===== src/core/instruction_word_decode_timing_defs.vh =====
// Opcodes, field positions and cycle counts for the instruction word decoder
`ifndef INSTRUCTION_WORD_DECODE_TIMING_DEFS_VH
`define INSTRUCTION_WORD_DECODE_TIMING_DEFS_VH

// Word layout
`define WORD_W          24
`define OPC_LSB         16
`define OPC_W           8

// Opcodes (control range)
`define NOP_OP               8'h00
`define INDIRECT_OP          8'h01
`define DW_CALL_OP           8'h02
`define DW_GOTO_OP           8'h04
`define DW_MOVE_OP           8'h08
`define RETURN_OP            8'h06
`define INTERRUPT_RETURN_OP  8'h07
`define TABLE_READ_OP        8'h0A
`define TABLE_WRITE_OP       8'h0B
`define JUMP_RELATIVE_OP     8'h37

// Opcode ranges (upper nibble or upper three bits)
`define COND_BRANCH_NIB 4'h3
`define THREE_OP_TOP    3'h2
`define LIT_ARITH_NIB   4'h6
`define LIT_MOVE_NIB    4'h7
`define BIT_NIB         4'hA
`define FILE_NIB        4'hB

// Three-operand form
`define F3_BASE_LSB     14
`define F3_DMOD_LSB     11
`define F3_DEST_LSB     7
`define F3_SMOD_LSB     4
`define F3_SRC_LSB      0
// Literal arithmetic form
`define FL_BASE_LSB     12
`define FL_DEST_LSB     8
`define FL_DMOD_LSB     5
`define FL_LIT_LSB      0
// Literal move form
`define FM_LIT_LSB      4
`define FM_DEST_LSB     0
// File form
`define FF_ADDR_LSB     0
`define FF_ACC_BIT      1
`define FF_BYTE_BIT     0
// Bit form
`define FB_REGSEL_BIT   3
`define FB_POS_LSB      12
`define FB_BASE_LSB     8
`define FB_SMOD_LSB     4
`define FB_SRC_LSB      0

// Groups, one-hot
`define GRP_WORD_BYTE   4'h1
`define GRP_BIT         4'h2
`define GRP_LITERAL     4'h4
`define GRP_CONTROL     4'h8

// Extra NOP cycles after the execute cycle, total cycle counts, direct modifier
`define EXTRA_NONE      2'h0
`define EXTRA_COND      2'h1
`define EXTRA_BRANCH    2'h1
`define EXTRA_TABLE     2'h1
`define EXTRA_RETURN    2'h2
`define CYC_ONE         2'h1
`define CYC_TWO         2'h2
`define CYC_THREE       2'h3
`define MOD_DIRECT      3'h0

`endif


===== src/core/instruction_word_decode_timing.v =====
// Instruction word format recognition and cycle-count control
`timescale 1ns/100ps
`include "instruction_word_decode_timing_defs.vh"

// Notes on behaviour
// - 24-bit word, 8-bit opcode, operand fields follow
// - Exactly three opcodes take two words
// - 48 bits; second word top byte zero
// - Lone second word executes as NOP
// - One cycle; taken condition adds NOP cycle
// - Branch, indirect, table, returns take 2-3
// - Taken skip costs 2 or 3 cycles
// - Double-word instructions take exactly two cycles
// - Four groups: word/byte, bit, literal, control
// - Three-operand form: base, source, destination
// - File form: address plus destination selector
// - Bit position from literal or base register
// - Literal arithmetic: destination only when different
module instruction_word_decode_timing (
    input  wire        clk_sys,
    input  wire        rst,
    input  wire        fetch_valid,
    input  wire [23:0] fetch_word,
    input  wire        cond_true,
    output wire        fetch_ready,
    output reg         exec_valid_r,
    output reg         is_nop_r,
    output reg         skipped_r,
    output reg         illegal_r,
    output reg         double_word_r,
    output reg         dword_error_r,
    output reg  [1:0]  cycles_r,
    output reg  [7:0]  op_code_r,
    output reg  [3:0]  group_r,
    output reg  [3:0]  base_source_reg_r,
    output reg  [3:0]  second_source_reg_r,
    output reg  [2:0]  second_mod_r,
    output reg  [3:0]  result_dest_reg_r,
    output reg  [2:0]  dest_mod_r,
    output reg         has_dest_r,
    output reg  [12:0] file_addr_r,
    output reg         dest_to_acc_r,
    output reg         byte_mode_r,
    output reg  [3:0]  bit_pos_r,
    output reg         bit_from_reg_r,
    output reg  [15:0] literal_r
);

    localparam [4:0] ST_FIRST  = 5'b00001;
    localparam [4:0] ST_SECOND = 5'b00010;
    localparam [4:0] ST_NOP    = 5'b00100;
    localparam [4:0] ST_SKIP   = 5'b01000;
    localparam [4:0] ST_SKIP2  = 5'b10000;

    function is_dword;
        input [7:0] op;
        begin
            is_dword = (op == `DW_CALL_OP) || (op == `DW_GOTO_OP) ||
                       (op == `DW_MOVE_OP);
        end
    endfunction

    function [3:0] op_group;
        input [7:0] op;
        begin
            if (op[7:5] == `THREE_OP_TOP || op[7:4] == `FILE_NIB || op == `DW_MOVE_OP)
                op_group = `GRP_WORD_BYTE;
            else if (op[7:4] == `BIT_NIB)
                op_group = `GRP_BIT;
            else if (op[7:4] == `LIT_ARITH_NIB || op[7:4] == `LIT_MOVE_NIB)
                op_group = `GRP_LITERAL;
            else
                op_group = `GRP_CONTROL;
        end
    endfunction

    function [1:0] extra_cycles;
        input [7:0] op;
        input       cond;
        begin
            if (op == `JUMP_RELATIVE_OP)
                extra_cycles = `EXTRA_BRANCH;
            else if (op[7:4] == `COND_BRANCH_NIB)
                extra_cycles = cond ? `EXTRA_COND : `EXTRA_NONE;
            else if (op == `INDIRECT_OP)
                extra_cycles = `EXTRA_BRANCH;
            else if (op == `TABLE_READ_OP || op == `TABLE_WRITE_OP)
                extra_cycles = `EXTRA_TABLE;
            else if (op == `RETURN_OP || op == `INTERRUPT_RETURN_OP)
                extra_cycles = `EXTRA_RETURN;
            else
                extra_cycles = `EXTRA_NONE;
        end
    endfunction

    reg  [4:0]  state_r;
    reg  [1:0]  nop_cnt_r;
    reg  [23:0] first_word_r;

    // One decoder serves both the live word and a held first word
    wire [23:0] dec_word = (state_r == ST_SECOND) ? first_word_r : fetch_word;
    wire [7:0]  dec_op   = dec_word[`OPC_LSB +: `OPC_W];
    wire [7:0]  fetch_op = fetch_word[`OPC_LSB +: `OPC_W];
    wire [1:0]  extra    = extra_cycles(fetch_op, cond_true);
    wire        is_skip  = (fetch_op[7:4] == `BIT_NIB) && (fetch_op[2:1] == 2'h3);

    reg  [3:0]  base_nxt;
    reg  [3:0]  src_nxt;
    reg  [2:0]  smod_nxt;
    reg  [3:0]  dest_nxt;
    reg  [2:0]  dmod_nxt;
    reg         has_dest_nxt;
    reg  [12:0] faddr_nxt;
    reg         acc_nxt;
    reg         byte_nxt;
    reg  [3:0]  bpos_nxt;
    reg         bsel_nxt;
    reg  [15:0] lit_nxt;
    reg         illegal_nxt;

    always @* begin
        base_nxt     = 4'h0;
        src_nxt      = 4'h0;
        smod_nxt     = `MOD_DIRECT;
        dest_nxt     = 4'h0;
        dmod_nxt     = `MOD_DIRECT;
        has_dest_nxt = 1'b0;
        faddr_nxt    = 13'h0000;
        acc_nxt      = 1'b0;
        byte_nxt     = 1'b0;
        bpos_nxt     = 4'h0;
        bsel_nxt     = 1'b0;
        lit_nxt      = 16'h0000;
        illegal_nxt  = 1'b0;
        if (dec_op[7:5] == `THREE_OP_TOP) begin
            // Base register borrows two opcode bits, it has no modifier
            base_nxt     = {dec_op[1:0], dec_word[`F3_BASE_LSB +: 2]};
            dmod_nxt     = dec_word[`F3_DMOD_LSB +: 3];
            dest_nxt     = dec_word[`F3_DEST_LSB +: 4];
            smod_nxt     = dec_word[`F3_SMOD_LSB +: 3];
            src_nxt      = dec_word[`F3_SRC_LSB +: 4];
            has_dest_nxt = 1'b1;
        end else if (dec_op[7:4] == `LIT_ARITH_NIB) begin
            base_nxt     = dec_word[`FL_BASE_LSB +: 4];
            lit_nxt      = {11'h000, dec_word[`FL_LIT_LSB +: 5]};
            dest_nxt     = dec_word[`FL_DEST_LSB +: 4];
            dmod_nxt     = dec_word[`FL_DMOD_LSB +: 3];
            has_dest_nxt = !((dest_nxt == base_nxt) && (dmod_nxt == `MOD_DIRECT));
        end else if (dec_op[7:4] == `LIT_MOVE_NIB) begin
            lit_nxt      = {dec_op[3:0], dec_word[`FM_LIT_LSB +: 12]};
            dest_nxt     = dec_word[`FM_DEST_LSB +: 4];
            has_dest_nxt = 1'b1;
        end else if (dec_op[7:4] == `FILE_NIB) begin
            faddr_nxt    = dec_word[`FF_ADDR_LSB +: 13];
            acc_nxt      = dec_op[`FF_ACC_BIT];
            byte_nxt     = dec_op[`FF_BYTE_BIT];
            has_dest_nxt = 1'b1;
        end else if (dec_op[7:4] == `BIT_NIB) begin
            bsel_nxt     = dec_op[`FB_REGSEL_BIT];
            bpos_nxt     = dec_word[`FB_POS_LSB +: 4];
            base_nxt     = dec_word[`FB_BASE_LSB +: 4];
            smod_nxt     = dec_word[`FB_SMOD_LSB +: 3];
            src_nxt      = dec_word[`FB_SRC_LSB +: 4];
        end else if (dec_op[7:4] == `COND_BRANCH_NIB) begin
            lit_nxt      = dec_word[15:0];
        end else if (dec_op == `DW_MOVE_OP) begin
            faddr_nxt    = dec_word[`FF_ADDR_LSB +: 13];
        end else if (dec_op[7:4] != 4'h0) begin
            illegal_nxt  = 1'b1;
        end
    end

    // Stall fetch while inserted NOP cycles run
    assign fetch_ready = (state_r != ST_NOP);

    always @(posedge clk_sys) begin
        if (rst) begin
            state_r             <= ST_FIRST;
            nop_cnt_r           <= 2'h0;
            first_word_r        <= 24'h00_0000;
            exec_valid_r        <= 1'b0;
            is_nop_r            <= 1'b0;
            skipped_r           <= 1'b0;
            illegal_r           <= 1'b0;
            double_word_r       <= 1'b0;
            dword_error_r       <= 1'b0;
            cycles_r            <= 2'h0;
            op_code_r           <= 8'h00;
            group_r             <= 4'h0;
            base_source_reg_r   <= 4'h0;
            second_source_reg_r <= 4'h0;
            second_mod_r        <= 3'h0;
            result_dest_reg_r   <= 4'h0;
            dest_mod_r          <= 3'h0;
            has_dest_r          <= 1'b0;
            file_addr_r         <= 13'h0000;
            dest_to_acc_r       <= 1'b0;
            byte_mode_r         <= 1'b0;
            bit_pos_r           <= 4'h0;
            bit_from_reg_r      <= 1'b0;
            literal_r           <= 16'h0000;
        end else begin
            exec_valid_r <= 1'b0;
            if ((state_r == ST_FIRST && fetch_valid && !is_dword(fetch_op)) ||
                (state_r == ST_SECOND && fetch_valid)) begin
                op_code_r           <= dec_op;
                group_r             <= op_group(dec_op);
                base_source_reg_r   <= base_nxt;
                second_source_reg_r <= src_nxt;
                second_mod_r        <= smod_nxt;
                result_dest_reg_r   <= dest_nxt;
                dest_mod_r          <= dmod_nxt;
                has_dest_r          <= has_dest_nxt;
                file_addr_r         <= faddr_nxt;
                dest_to_acc_r       <= acc_nxt;
                byte_mode_r         <= byte_nxt;
                bit_pos_r           <= bpos_nxt;
                bit_from_reg_r      <= bsel_nxt;
                literal_r           <= lit_nxt;
                illegal_r           <= illegal_nxt;
            end
            case (state_r)
                ST_FIRST: begin
                    if (fetch_valid) begin
                        if (is_dword(fetch_op)) begin
                            first_word_r <= fetch_word;
                            state_r      <= ST_SECOND;
                        end else begin
                            exec_valid_r  <= 1'b1;
                            skipped_r     <= 1'b0;
                            double_word_r <= 1'b0;
                            dword_error_r <= 1'b0;
                            // Opcode zero covers a stray second word
                            is_nop_r      <= (fetch_op == `NOP_OP) || illegal_nxt;
                            cycles_r      <= `CYC_ONE + extra;
                            if (is_skip && cond_true) begin
                                cycles_r <= `CYC_TWO;
                                state_r  <= ST_SKIP;
                            end else if (extra != `EXTRA_NONE) begin
                                nop_cnt_r <= extra;
                                state_r   <= ST_NOP;
                            end
                        end
                    end
                end
                ST_SECOND: begin
                    if (fetch_valid) begin
                        exec_valid_r  <= 1'b1;
                        is_nop_r      <= 1'b0;
                        skipped_r     <= 1'b0;
                        double_word_r <= 1'b1;
                        cycles_r      <= `CYC_TWO;
                        literal_r     <= fetch_word[15:0];
                        dword_error_r <= (fetch_word[`OPC_LSB +: `OPC_W] != 8'h00);
                        state_r       <= ST_FIRST;
                    end
                end
                ST_NOP: begin
                    exec_valid_r <= 1'b1;
                    is_nop_r     <= 1'b1;
                    nop_cnt_r    <= nop_cnt_r - 2'h1;
                    if (nop_cnt_r == 2'h1)
                        state_r <= ST_FIRST;
                end
                ST_SKIP: begin
                    if (fetch_valid) begin
                        exec_valid_r <= 1'b1;
                        is_nop_r     <= 1'b1;
                        skipped_r    <= 1'b1;
                        if (is_dword(fetch_op)) begin
                            cycles_r <= `CYC_THREE;
                            state_r  <= ST_SKIP2;
                        end else begin
                            state_r  <= ST_FIRST;
                        end
                    end
                end
                ST_SKIP2: begin
                    if (fetch_valid) begin
                        exec_valid_r <= 1'b1;
                        is_nop_r     <= 1'b1;
                        skipped_r    <= 1'b1;
                        state_r      <= ST_FIRST;
                    end
                end
                default: state_r <= ST_FIRST;
            endcase
        end
    end

endmodule


===== config.mk =====
export PLATFORM = sky130hd
export DESIGN_NAME = instruction_word_decode_timing
export DESIGN_NICKNAME = d
export VERILOG_FILES = /design/src/core/instruction_word_decode_timing.v
export VERILOG_INCLUDE_DIRS = /design/src /design/src/core
export SDC_FILE = /design/constraint.sdc
export NUM_CORES = 1
export LEC_CHECK = 0
export ABC_AREA = 1
export BUFFER_PORTS_ARGS = -buffer_cell sky130_fd_sc_hd__buf_4
export CORE_MARGIN = 8
export CORE_UTILIZATION = 42
export CTS_CLUSTER_DIAMETER = 40
export CTS_CLUSTER_SIZE = 28
export DETAILED_ROUTE_END_ITERATION = 6
export GPL_ROUTABILITY_DRIVEN = 1
export GPL_TIMING_DRIVEN = 0
export PLACE_DENSITY = 0.76
export SETUP_SLACK_MARGIN = 0.05
export SYNTH_ARGS = -nofsm -noshare
export SYNTH_HDL_FRONTEND = slang
export SYNTH_SLANG_ARGS = --single-unit

===== constraint.sdc =====
create_clock -name clk_sys -period 1.9 [get_ports clk_sys]
set_input_delay 0 -clock clk_sys [delete_from_list [all_inputs] [get_ports clk_sys]]
set_output_delay 0 -clock clk_sys [all_outputs]
set_load 0.05 [all_outputs]

# Yosys cells after proc, flatten, opt, wreduce, memory -nomap -nowiden

Cells that the tools add are included.

Equal/unequal tests: 38
Shift-type cells: 0
Multiply operators: 0
Reduce and logical (&&, ||, !) cells: 37
Order comparisons: 0
Divide/modulo/power cells: 0
Muxes and demuxes: 112
$add $sub $neg: 2
Bitwise gates (word level): 0

Operators with widths:

| kind                                                                  | count |
|---|---|
| 16-bit 2-to-1 mux                                                     | 9 |
| 13-bit 2-to-1 mux                                                     | 7 |
| 4-bit 2-to-1 mux                                                      | 21 |
| 5-bit 2-to-1 mux                                                      | 8 |
| 1-bit 2-to-1 mux                                                      | 36 |
| 8-bit by 4-bit equality test with 1-bit output, second input constant | 4 |
| 2-bit 2-to-1 mux                                                      | 15 |
| 8-bit by 3-bit equality test with 1-bit output, second input constant | 3 |
| 24-bit 2-to-1 mux                                                     | 1 |
| 3-bit 2-to-1 mux                                                      | 7 |
| 5-bit one-hot mux with 4 select lines                                 | 1 |
| 5-bit AND reduction                                                   | 4 |
| 2-bit != test, second input constant                                  | 7 |
| 4-bit equality test, second input constant                            | 3 |
| 1-bit logical OR                                                      | 9 |
| 4-bit by 2-bit equality test with 1-bit output, second input constant | 2 |
| 4-bit by 3-bit equality test with 1-bit output, second input constant | 2 |
| 8-bit by 1-bit equality test with 1-bit output, second input constant | 1 |
| 8-bit by 2-bit equality test with 1-bit output, second input constant | 1 |
| 8-bit by 6-bit equality test with 1-bit output, second input constant | 1 |
| 8-bit zero test                                                       | 1 |
| 4-bit nonzero test                                                    | 2 |
| 8-bit nonzero test                                                    | 1 |
| 1-bit logical AND                                                     | 6 |
| other kinds (28)                                                      | 37 |

Logic and storage cells: 213
Flip-flop bits (word level): 106
Bits in writable memories: 0
Bits in latches: 0
Memory bits (read-only): 0
Memories: 0
Output and inout port bits: 76
Bits of input ports: 28

# Logic depth before layout (Yosys ltp)

Depth after elaboration: 15
Mapped depth: 14
Gate-level depth less buffers: 12

# Worst setup path before layout

No wires, ideal clock.

Path type: reg-to-reg
From: reg state_r[0]
To: reg state_r[1]
Buffers on the path: 0
Stages on the path, launching flop included: 7
Data required time: 1.829 ns
Clock period less this slack: 2.212 ns
Library setup time: 0.071 ns
Data arrival time: 2.141 ns
Setup slack: -0.312 ns
Cells stage by stage: dfxtp_1 -> nor2_4 -> nand4_1 -> or2_2 -> nand3_1 -> o21ai_0 -> a21oi_1

Word-level cells in the longest chain between the ends: 4
Elaborated cells on any way between the ends: 13
Those cells by class: 10 x eq/ne; 1 x mux; 2 x reduce/logical

RTL lines:

| what                                                                                  | line                                 | text |
|---|---|---|
| from (decl)                                                                           | instruction_word_decode_timing.v:96  | `reg [4:0] state_r;` |
| from (signal assigned)                                                                | instruction_word_decode_timing.v:178 | `state_r <= ST_FIRST;` |
| from (signal assigned)                                                                | instruction_word_decode_timing.v:227 | `state_r <= ST_SECOND;` |
| from (signal assigned)                                                                | instruction_word_decode_timing.v:238 | `state_r <= ST_SKIP;` |
| 5-bit by 2-bit equality test with 1-bit output or 5-bit equality test (tied branches) | instruction_word_decode_timing.v:222 | `case (state_r)` |
| 2-bit OR reduction (no line)                                                          | n/a                                  |  |
| 2-bit by 1-bit != test with 1-bit output (no line)                                    | n/a                                  |  |
| 5-bit AND reduction (no line)                                                         | n/a                                  |  |

Several ways; a longest one is shown, not always the timed one.
A chain may end at the register's enable or synchronous reset.

# Final worst setup path

From: reg state_r[2]
To: reg base_source_reg_r[1]

Word-level cells in the longest chain between the ends: 8
Elaborated cells on any way between the ends: 17
Those cells by class: 7 x eq/ne; 6 x mux; 4 x reduce/logical

RTL lines:

| what                                           | line                                                                       | text |
|---|---|---|
| 5-bit by 2-bit equality test with 1-bit output | instruction_word_decode_timing.v:101, instruction_word_decode_timing.v:205 |  |
| 24-bit 2-to-1 mux                              | instruction_word_decode_timing.v:101                                       | `wire [23:0] dec_word = (state_r == ST_SECOND) ? first_word_r : fetch_word;` |
| 4-bit equality test (no line)                  | n/a                                                                        |  |
| 4-bit 2-to-1 mux                               | instruction_word_decode_timing.v:158                                       | `` end else if (dec_op[7:4] == `BIT_NIB) begin `` |
| 4-bit 2-to-1 mux                               | instruction_word_decode_timing.v:153                                       | `` end else if (dec_op[7:4] == `FILE_NIB) begin `` |
| 4-bit 2-to-1 mux                               | instruction_word_decode_timing.v:149                                       | `` end else if (dec_op[7:4] == `LIT_MOVE_NIB) begin `` |
| 4-bit 2-to-1 mux                               | instruction_word_decode_timing.v:143                                       | `` end else if (dec_op[7:4] == `LIT_ARITH_NIB) begin `` |
| 4-bit 2-to-1 mux                               | instruction_word_decode_timing.v:135                                       | `` if (dec_op[7:5] == `THREE_OP_TOP) begin `` |
| to (signal assigned)                           | instruction_word_decode_timing.v:208                                       | `base_source_reg_r <= base_nxt;` |
| to (decl)                                      | instruction_word_decode_timing.v:35                                        | `output reg [3:0] base_source_reg_r,` |

Several ways; a longest one is shown, not always the timed one.

==> flow_results.org <==
** Power and ir drop
- For this design the static power due to leakage is 3.379 nW.
- Peak supply drop :: 0.0007358 V
- In this run the power density over the cells is 1232 nW/µm².

** Setup path
- Sort of element at the start of the critical path :: flip-flop
- Data on the critical path arrives at its endpoint at 2.33 ns.
- Critical path data required time :: 2.10 ns
- Highest net fanout along the worst path :: 10
- The worst setup path is of the reg2reg kind.
- Type of destination of the critical path :: flip-flop

** STA
- The final-report hold violation count was 0.
- Across the routed clock network, the largest skew measured is 0.01044 ns.
- Unrepaired setup endpoints after global routing :: true
- Remaining max-slew budget at the tightest pin :: 53.80%
- F_max :: 469.4 MHz
- Slew at the pin with the worst max-slew slack :: 0.6930 ns
- The final-report max-slew violation count came to 0.
- Final hold analysis gives a worst-case slack of 0.004874 ns.
- After layout, the minimum clock period comes to 2.130 ns.
- Across all setup checks in the final design, the least slack found is -0.2305 ns.
- Setup violations remaining at the end of the flow were counted as 85.
- Final Cycle Share :: 112.1%

** Drt
- The final route contains 6,411 vias.
- In the final routed layout, each cell accounts on average for 19.96 µm.
- In this run, the number of DRC markers left after iteration 0 of detailed routing was 1,048.
- Number of iterations in the first detailed-routing pass :: 7
- ANT nets after route :: 0
- In the routed design, unresolved DRC markers number 12.
- Vias per cell :: 5.958
- For this block, the routed nets add up to 21.48 mm of wire.

** Cells and area
- The final layout contains 956 nets.
- Commonest non-fill, non-tap cell in the layout :: buf_4
- Measured on the finished design, the core utilization comes to 66.42%.
- Final standard cell area without fillers :: 7978 µm²
- Total inserted antenna cells :: 0
- Layout cells sized above 1 :: 38.43%
- In the layout the commonest cells are 157 x buf_4, 144 x nand2_1, 102 x dfxtp_1.
- Relative to the synthesized area, the layout overhead comes to 54.98%.

** Synth
- Sequential cell area fraction in the yosys report :: 41.23%
- Post-Syn Area :: 5147 µm²
- Average cell area after synthesis :: 7.022 µm²
- Number of instances in the synthesized netlist :: 733
- Library cell occupying the most area in the post-synthesis netlist :: dfxtp_1
- When the netlist entered floorplanning its net count stood at 763.
- The synthesized design contains 106 register bits.
- Yosys mapped the design onto 36 distinct sky130hd cell types.
- Yosys warning count :: 0
- The top cell type by area accounts for 41.23% of the synthesized area.
- By area the synthesized netlist is led by dfxtp_1 41%, nand2_1 12%, a21oi_1 10%, o21ai_0 6.3%, inv_1 5.3%.

** Clocking
- Later-pin clock latency in the skew report :: 0.35 ns
- Maximum level of the CTS H-tree :: 3
- Counting the buffers created by CTS gives 9.
- CTS saw 106 sinks.
- Clock-pin slew was measured on the worst setup and hold paths at 0.07 ns.
- Clock tree from TritonCTS :: yes
- The tree is rooted in a clkbuf_16.
- In this run the deepest clock path goes through 2 buffers.

** GRT
- The first global-routing pass estimated 29.59 mm of wire.
- The number of antenna violations at the first check in global routing was 0.
- Via count of the first global-routing pass :: 5,556
- In the global route stage, overall resource usage came out at 22.95%.
- GR Overflow Total :: 0
- Pin count of the biggest net entering global routing :: 16

** Place
- Final weighted congestion of routability-driven global placement :: 0.9727
- Detailed placer's ending HPWL :: 13.36 mm
- The placed instances occupy a cell area of 6121 µm².
- In this run the tool buffered the top-level ports with 103 buffer cells.

** Hold path
- Classification of the worst-slack hold path :: in2reg

** Die
- From bottom edge to top edge, the die measures 126.7 µm.
- Full die area :: 16,050 µm²
- During I/O placement, the number of pins put on the boundary was 104.
- Starting density of the core :: 42.85%
- The initialized floorplan defines 40 standard-cell rows.
- Die extent in x :: 126.7 µm
- After floorplanning, the core was sized to cover 12,010 µm².

** Run status
- The final reports fail on design-rule violations, negative setup slack.
- The run finished, with violations left.

** Run
- The tool flagged a number of max-cap violations equal to 0.
synth_stat cells, drive strengths merged:
cell type,number
nand4,13
a31oi,5
nor3,13
and3,2
nand2,173
inv,77
or2,1
o21ai,87
dfxtp,106
nand3,34
a21oi,107
clkbuf,18
o21bai,1
ha,2
mux2i,1
nor2,44
a41oi,1
buf,22
nor4,1
a22oi,4
o31ai,1
o211ai,4
o22ai,16
final timing paths:
path / start / endpoint / slack (ns) / cells after the start
setup / recovery: state_r[2] / base_source_reg_r[1] / -0.23 / 10
hold / removal: fetch_word[18] / first_word_r[18] / 0.005 / 3
setup reg to reg: state_r[2] / base_source_reg_r[1] / -0.23 / 10
hold reg to reg: first_word_r[6] / first_word_r[6] / 0.46 / 2
repair_timing:
action,CTS,global route
hold buffers,18,0
buffers inserted,26,27
endpoints found under the setup margin,98,105
pin swaps,20,35
gates cloned,4,4
endpoints found under the hold margin,29,0
gates resized for setup,95,174
power by group:
part	total (mW)	leakage, nW	internal [mW]	switching [mW]
Sequential	2.79	0.861	2.56	0.226
Clock	1.94	0.141	1.08	0.854
Combinational	5.11	2.38	1.86	3.24
Total	9.83	3.38	5.51	4.32
metrics by stage:
| step | setup TNS [ns] | instances | power, mW | setup slack (ns) |
|---|---|---|---|---|
| floorplan | -0.5540 | 733 | 5.202 | -0.1265 |
| global placement | -10.71 | 983 | 6.258 | -0.3625 |
| detailed placement | -10.72 | 983 | 6.273 | -0.3185 |
| CTS | 0 | 1045 | 8.697 | 0.01977 |
| global route | -15.36 | 1076 | 10.13 | -0.2877 |
| finish | -9.245 | 1076 | 9.830 | -0.2305 |
routing by layer:
| metal | up-vias | global-route usage (%) | routed length, µm |
|---|---|---|---|
| li1 | 2841 | - | - |
| met3 | 128 | 4.985 | 2631 |
| met2 | 544 | 35.13 | 9566 |
| met4 | 0 | 9.727 | 1033 |
| met1 | 2898 | 30.53 | 8249 |
| met5 | - | 0 | 0 |
cell families after synthesis:
family	share of synthesized area, %
adder cells (fa/ha/maj)	0.4861
flip-flops	41.23
multiplexers	0.1945
buffers and inverters	9.966
AND/OR/NAND/NOR	24.72
AO/OA/AOI/OAI	23.41
critical path, cell delays in order, from the launching register on:
cell and delay, ns:
dfxtp_4 0.35, nor2_4 0.18, buf_4 0.14, nand4_1 0.17, nor2_1 0.22, nand2_2 0.21, nand2_8 0.20, inv_8 0.08
buf_6 0.15, a22oi_2 0.18, a21oi_1 0.10
sequential cells by signal, summed over array words and instances, names as in the netlist, 3 cells and up:
register / count
literal_r: 16
state_r: 5
op_code_r: 8
result_dest_reg_r: 4
group_r: 4
second_source_reg_r: 4
first_word_r: 24
second_mod_r: 3
base_source_reg_r: 4
file_addr_r: 13
bit_pos_r: 4
dest_mod_r: 3
area by class of cell:
type / instances / area, µm²
multi-input combinational: 510 / 3156
inverter: 77 / 311.5
clock inverter: 2 / 37.54
buffer: 40 / 377.9
sequential: 106 / 2132
timing repair buffer: 182 / 1523
fill: 898 / 4034
clock buffer: 12 / 256.5
tap: 147 / 183.9
No activity file was read; power rests on OpenSTA's default activity.
